`config.mk`:
```
export PLATFORM = sky130hd
export DESIGN_NAME = host_write_and_sample_bus_guard
export DESIGN_NICKNAME = d
export VERILOG_FILES = /design/src/design/host_guard_pkg.sv /design/src/design/host_write_and_sample_bus_guard.sv
export SDC_FILE = /design/constraint.sdc
export NUM_CORES = 1
export LEC_CHECK = 0
export BUFFER_PORTS_ARGS = -buffer_cell sky130_fd_sc_hd__buf_2
export CORE_ASPECT_RATIO = 0.8
export CORE_UTILIZATION = 50
export CTS_CLUSTER_SIZE = 30
export DETAILED_ROUTE_END_ITERATION = 12
export PLACE_DENSITY = 0.84
export SLEW_MARGIN = 25
export SYNTH_ARGS = -nofsm -noshare
export SYNTH_HDL_FRONTEND = slang
export SYNTH_SLANG_ARGS = --single-unit
```
`constraint.sdc`:
```
create_clock -name core_clk -period 1.6 [get_ports core_clk]
set_input_delay 0.32 -clock core_clk [delete_from_list [all_inputs] [get_ports core_clk]]
set_output_delay 0.32 -clock core_clk [all_outputs]
set_load 0.01 [all_outputs]
```
`src/design/host_guard_pkg.sv`:
```
// Package for the host write and sample bus guard.
// Assumes one 200 MHz clock shared with the host.
package host_guard_pkg;

    // ----------------------------------------
    // Widths and field positions
    // ----------------------------------------
    localparam int DATA_W = 16;
    localparam int BLOCK_BIT = 5;
    localparam int CTRL_W = 8;

    // ----------------------------------------
    // Reset values and counts
    // ----------------------------------------
    localparam logic [7:0] CTRL_RST = 8'h00;
    localparam logic [1:0] RISE_EDGES = 2'h2;

    // ----------------------------------------
    // Busy state machine
    // ----------------------------------------
    typedef enum logic [2:0] {
        ST_IDLE = 3'b001,
        ST_LOW = 3'b010,
        ST_RELEASE = 3'b100
    } busy_state_e;

    typedef struct packed {
        logic cs_n;
        logic rd_n;
        logic wr_n;
        logic register_select;
        logic [DATA_W-1:0] wdata;
    } host_req_s;

    typedef struct packed {
        busy_state_e st;
        logic [1:0] cnt;
        logic busy_n;
        logic [CTRL_W-1:0] ctrl;
        logic [DATA_W-1:0] rdata;
        logic data_oe;
        logic wait_req;
        logic clk_low;
        logic wr_pend;
        logic [DATA_W-1:0] wr_data;
    } guard_state_s;

endpackage : host_guard_pkg

```
`src/design/host_write_and_sample_bus_guard.sv`:
```
// Host port guard: status/control writes, busy timing and data driver gating.
// Assumes host strobes and sample start are synchronous to core_clk.
//
// Summary of operation
// The host writes the control register with select and write strobe low and register select high.
// Select, write strobe and the converter clock phase combine into an internal write pulse.
// The write pulse is active only in the low clock phase while the strobe is asserted.
// With the block bit zero, data drivers stay off while busy is low; here data_oe can stay high in the first cycle of busy low.
// Busy goes low on the first rising edge after sample start falls.
// Busy returns high on the second rising edge after sample start rises.
// Accesses during sample start are accepted but the data bus is not driven.
// With the block bit one, busy still falls but drivers may be enabled.
// The host combines busy with select to insert wait states.
// When busy returns high, data outputs are enabled to finish a stalled access.
// Busy stays low no longer than the sample start width plus two clock periods.
// A write during sample start is stretched and completes after busy rises.
// A read with register select low returns the FIFO word, high returns the register.
// The driver of sample start holds it low for at least two clock periods.
// Strobes are ignored while select is high.
`timescale 1ns/1ps
`default_nettype none

module host_write_and_sample_bus_guard (
    input wire logic core_clk,
    input wire logic arst_n,
    input wire host_guard_pkg::host_req_s host_req,
    input wire logic sample_start_n,
    input wire logic [host_guard_pkg::DATA_W-1:0] fifo_word,
    output logic busy_n,
    output logic [host_guard_pkg::DATA_W-1:0] data_out,
    output logic data_oe,
    output logic host_wait_acknowledge,
    output logic output_block_while_sampling_n,
    output logic [host_guard_pkg::CTRL_W-1:0] control_reg
);

    host_guard_pkg::guard_state_s s_r;
    host_guard_pkg::guard_state_s s_nxt;
    logic sel;
    logic rd_act;
    logic wr_act;
    logic drive_ok;
    logic wr_pulse;

    // ----------------------------------------
    // Next state
    // ----------------------------------------
    always_comb begin
        s_nxt = s_r;
        // select gates strobes
        sel = ~host_req.cs_n;
        rd_act = sel & ~host_req.rd_n;
        wr_act = sel & ~host_req.wr_n;
        s_nxt.clk_low = ~s_r.clk_low;
        // busy falls
        // second rising edge
        // bounded busy low
        case (s_r.st)
            host_guard_pkg::ST_IDLE: begin
                if (!sample_start_n) begin
                    s_nxt.st = host_guard_pkg::ST_LOW;
                    s_nxt.busy_n = 1'b0;
                end
            end
            host_guard_pkg::ST_LOW: begin
                if (sample_start_n) begin
                    s_nxt.st = host_guard_pkg::ST_RELEASE;
                    s_nxt.cnt = 2'h1;
                end
            end
            host_guard_pkg::ST_RELEASE: begin
                if (s_r.cnt == host_guard_pkg::RISE_EDGES - 2'h1) begin
                    s_nxt.st = host_guard_pkg::ST_IDLE;
                    s_nxt.busy_n = 1'b1;
                    s_nxt.cnt = 2'h0;
                end else begin
                    s_nxt.cnt = s_r.cnt + 2'h1;
                end
            end
            default: begin
                s_nxt.st = host_guard_pkg::ST_IDLE;
                s_nxt.busy_n = 1'b1;
                s_nxt.cnt = 2'h0;
            end
        endcase
        // block while busy low
        // block bit one allows drive
        // quiet bus during sampling
        drive_ok = s_r.busy_n | s_r.ctrl[host_guard_pkg::BLOCK_BIT];
        // wait for the host
        s_nxt.wait_req = (rd_act | wr_act) & ~s_nxt.busy_n & ~s_r.ctrl[host_guard_pkg::BLOCK_BIT];
        // R1 register write access
        // internal write pulse
        // low phase overlap
        wr_pulse = wr_act & host_req.register_select & s_r.clk_low;
        // stretched write
        // release on busy high
        if (wr_pulse & ~drive_ok) begin
            s_nxt.wr_pend = 1'b1;
            s_nxt.wr_data = host_req.wdata;
        end else if (wr_pulse) begin
            s_nxt.ctrl = host_req.wdata[host_guard_pkg::CTRL_W-1:0];
            s_nxt.wr_pend = 1'b0;
        end else if (s_r.wr_pend & drive_ok) begin
            s_nxt.ctrl = s_r.wr_data[host_guard_pkg::CTRL_W-1:0];
            s_nxt.wr_pend = 1'b0;
        end
        // read source select
        if (host_req.register_select) begin
            s_nxt.rdata = {{(host_guard_pkg::DATA_W-host_guard_pkg::CTRL_W){1'b0}}, s_r.ctrl};
        end else begin
            s_nxt.rdata = fifo_word;
        end
        s_nxt.data_oe = rd_act & drive_ok;
    end

    // ----------------------------------------
    // State register
    // ----------------------------------------
    always_ff @(posedge core_clk or negedge arst_n) begin
        if (!arst_n) begin
            s_r <= '{st: host_guard_pkg::ST_IDLE, cnt: 2'h0, busy_n: 1'b1,
                     ctrl: host_guard_pkg::CTRL_RST, rdata: '0, data_oe: 1'b0,
                     wait_req: 1'b0, clk_low: 1'b0, wr_pend: 1'b0, wr_data: '0};
        end else begin
            s_r <= s_nxt;
        end
    end

    assign busy_n = s_r.busy_n;
    assign data_out = s_r.rdata;
    assign data_oe = s_r.data_oe;
    assign host_wait_acknowledge = s_r.wait_req;
    assign output_block_while_sampling_n = s_r.ctrl[host_guard_pkg::BLOCK_BIT];
    assign control_reg = s_r.ctrl;

endmodule // host_write_and_sample_bus_guard

`default_nettype wire

```
==> summary.json <==
{
  "detail_route.iter0.violations": {"value": 63},
  "most_common_cell_in_the_netlist": {"value": "sky130_fd_sc_hd__dfrtp_1"},
  "worst_ep_required_time": {"value": 1.78, "unit": "ns"},
  "critical_path.slowest_cell": {"value": "sky130_fd_sc_hd__dfrtp_1"},
  "final.period_utilization": {"value": 85.51, "unit": "%"},
  "top_cell_type_s_share_of_synthesized_area": {"value": 50.70, "unit": "%"},
  "stdcell_count": {"value": 256},
  "die_w": {"value": 72.26, "unit": "um"},
  "syn-cell-area": {"value": 1974, "unit": "sq um"},
  "clk_pin_slew_worst_paths": {"value": 0.07, "unit": "ns"},
  "timing.critical_path.buf_inv": {"value": 0},
  "numPortBuffers": {"value": 58},
  "syn-mean-instance-area": {"value": 12.34, "unit": "sq um"},
  "hold_path_class": {"value": "in2reg"},
  "dp_hpwl": {"value": 2489, "unit": "um"},
  "nFillCells": {"value": 333},
  "fin_hold_ws": {"value": 0.1962, "unit": "ns"},
  "post_detailed_route_count_of_antenna_violating_nets": {"value": 0},
  "max_clock_freq": {"value": 730.9, "unit": "MHz"},
  "firstDrtPassIters": {"value": 4},
  "finalInstanceArea": {"value": 2248, "unit": "sq um"},
  "place_congestion": {"value": 0.8111},
  "fin_ws": {"value": 0.2318, "unit": "ns"},
  "synth-seq-area-share": {"value": 53.36, "unit": "%"},
  "worst_setup_path_start_kind": {"value": "register"},
  "grt.total_usage": {"value": 17.80, "unit": "%"},
  "max_cap_viol_count": {"value": 0},
  "cellLeakagePower": {"value": 1.071, "unit": "nW"},
  "clock_latency": {"value": 0.29, "unit": "ns"},
  "outcome": {"value": "completed"},
  "io-pin-count": {"value": 67},
  "via_count": {"value": 1241},
  "die_height": {"value": 58.21, "unit": "um"},
  "ys_warn_count": {"value": 0},
  "dominantRegCellSynth": {"value": "sky130_fd_sc_hd__dfrtp_1"},
  "final_layout_size_suffix_gt1_share": {"value": 46.27, "unit": "%"},
  "path_max_fanout": {"value": 8},
  "worstPathArrival": {"value": 1.55, "unit": "ns"},
  "max-vdd-ir-drop": {"value": 0.0006500, "unit": "V"},
  "worst_clock_skew": {"value": 0.007202, "unit": "ns"},
  "maximum_level_of_the_cts_h_tree": {"value": 2},
  "cp_top_family": {"value": "flip-flops"},
  "nets": {"value": 239},
  "antenna-diode-count": {"value": 0},
  "place_ws": {"value": 0.1078, "unit": "ns"},
  "commonest_cells_post_synth": {"value": "sky130_fd_sc_hd__dfrtp_1 (40), sky130_fd_sc_hd__buf_4 (24), sky130_fd_sc_hd__mux2_2 (17)"},
  "cts-buffers-inserted": {"value": 5},
  "period_minus_slack": {"value": 1.368, "unit": "ns"},
  "element_type_at_the_critical_path_end": {"value": "register"},
  "final-setup-viol-count": {"value": 0},
  "clk_path_buf_depth": {"value": 2},
  "worst_reg2reg_startpoint": {"value": "control_reg[5]"},
  "timing.max_slew.rel_slack": {"value": 69.51, "unit": "%"},
  "timing.reg2reg.worst_path_depth": {"value": 3},
  "vias_in_the_first_global_route": {"value": 1187},
  "synthesis.nets": {"value": 199},
  "timing.final.hold_violations": {"value": 0},
  "rsz0062_at_grt": {"value": "no"},
  "maximum_number_of_pins_on_one_net_before_global_route_repair": {"value": 24},
  "worstPathCellList": {"value": "or2_2, o21a_1, o22a_1"},
  "tritoncts_num_sinks": {"value": 42},
  "critical_path.max_stage_delay": {"value": 0.45, "unit": "ns"},
  "yosys-top-cells-area": {"value": "sky130_fd_sc_hd__dfrtp_1 (51%), sky130_fd_sc_hd__mux2_2 (9.7%), sky130_fd_sc_hd__buf_4 (9.1%)"},
  "grt_antenna_before_repair": {"value": 0},
  "ys_async_sr_fraction": {"value": 100.0, "unit": "%"},
  "ys_ff_latch": {"value": 42},
  "setup_tns": {"value": 0, "unit": "ns"},
  "grt.overflow.total": {"value": 0},
  "worstReg2RegEnd": {"value": "control_reg[6]"},
  "hold_path_startpoint": {"value": "host_req[18]"},
  "cts_tree": {"value": "done"},
  "clk_root_buf": {"value": "sky130_fd_sc_hd__clkbuf_8"},
  "cts_post_setup_buffers_inserted": {"value": 0},
  "fp.dieArea": {"value": 4206, "unit": "sq um"},
  "tightest_slew": {"value": 0.4573, "unit": "ns"},
  "synth_enable_flop_cells": {"value": 0},
  "min_path_cells": {"value": 2},
  "holdPathEnd": {"value": "data_oe"},
  "core_region_area": {"value": 3779, "unit": "sq um"},
  "yosys.cell_types.count": {"value": 35},
  "drt_via_density": {"value": 4.848},
  "initial_core_util": {"value": 52.25, "unit": "%"},
  "grt_pass1_wl": {"value": 5526, "unit": "um"},
  "post-place-cells": {"value": 247},
  "area_growth_syn_to_layout": {"value": 13.88, "unit": "%"},
  "row_count": {"value": 20},
  "detail_route.drc_violations": {"value": 0},
  "pwr_density_cell": {"value": 1481, "unit": "nW/um^2"},
  "post_drt_wl_per_cell": {"value": 12.93, "unit": "um"},
  "wl": {"value": 3309, "unit": "um"},
  "post_synthesis_instance_total": {"value": 160},
  "slew_violations": {"value": 0},
  "worstSetupPathType": {"value": "reg2reg"},
  "synth_top_cell_by_area": {"value": "sky130_fd_sc_hd__dfrtp_1"},
  "post_dp_cell_area": {"value": 2147, "unit": "sq um"},
  "max_ffs_per_register": {"value": 16},
  "ff2ff_setup_slack": {"value": 0.23, "unit": "ns"}
}
## through the flow
step / power, W / util (%)
3_3_place_gp: 0.002628 / 56.82
2_1_floorplan: 0.002483 / -
5_1_grt: 0.003550 / 59.50
6_report: 0.003331 / 59.50
3_5_place_dp: 0.002673 / 56.82
4_1_cts: 0.003367 / 59.50
## kinds of logic (layout without fill, tap and decap cells)
kind of cell | after synthesis | count (layout) | share of synthesized area, %
DFF | 42 | 42 | 53.36
muxes | 23 | 23 | 12.74
and+or+nand+nor | 46 | 46 | 15.02
buffers and inverters | 32 | 73 | 11.98
AOI/OAI and AO/OA | 17 | 17 | 6.907
## per-layer routing
metal  vias up  global-route usage (%)  routed length [um]
met5         -                       0                   0
met4         0                   6.723                  38
met3         5                   4.870                 189
met2        44                   27.77                1552
met1       582                   23.89                1528
li1        610                       -                   -
## power by group
part | internal, W | switching (W)
sequential | 0.00140 | 0.000258
clock | 0.000348 | 0.000339
combinational | 0.000538 | 0.000451
## worst max-delay path by stage
stage	to	cells after the start	slack [ns]	from
floorplan	control_reg[6]	4	0.25	control_reg[5]
global placement	control_reg[6]	4	0.12	host_req[17]
detailed placement	control_reg[6]	4	0.11	host_req[17]
CTS	control_reg[6]	3	0.21	control_reg[5]
global route	control_reg[2]	3	0.14	busy_n
finish	control_reg[6]	3	0.23	control_reg[5]
## layout make-up
cell class / instances / area (sq um) / share of cell area [%]
clock buffers: 7 / 86.33 / 3.840
clock inverters: 1 / 5.005 / 0.2226
inverters: 2 / 7.507 / 0.3339
multi-input cells: 86 / 684.4 / 30.44
flip-flops and latches: 42 / 1054 / 46.86
well taps: 55 / 68.82 / 3.061
repair buffers: 63 / 342.8 / 15.25
## placed cells by master (no fill, tap or decap), drive strengths merged, types with 2 or more instances in the layout
cell type	instances
buf	62
dfrtp	40
mux2	17
nand2b	11
nor2b	9
a2bb2oi	7
clkbuf	7
nor2	6
mux2i	6
nor3	4
nand2	3
nor3b	3
inv	2
or3	2
o22a	2
a211oi	2
nand3b	2
dfstp	2
## repair_timing
action | CTS | global route
hold buffers | 1 | 0
endpoints found under the hold margin | 19 | 0
resized for setup | 0 | 0
(Power assumes the default switching activity.)
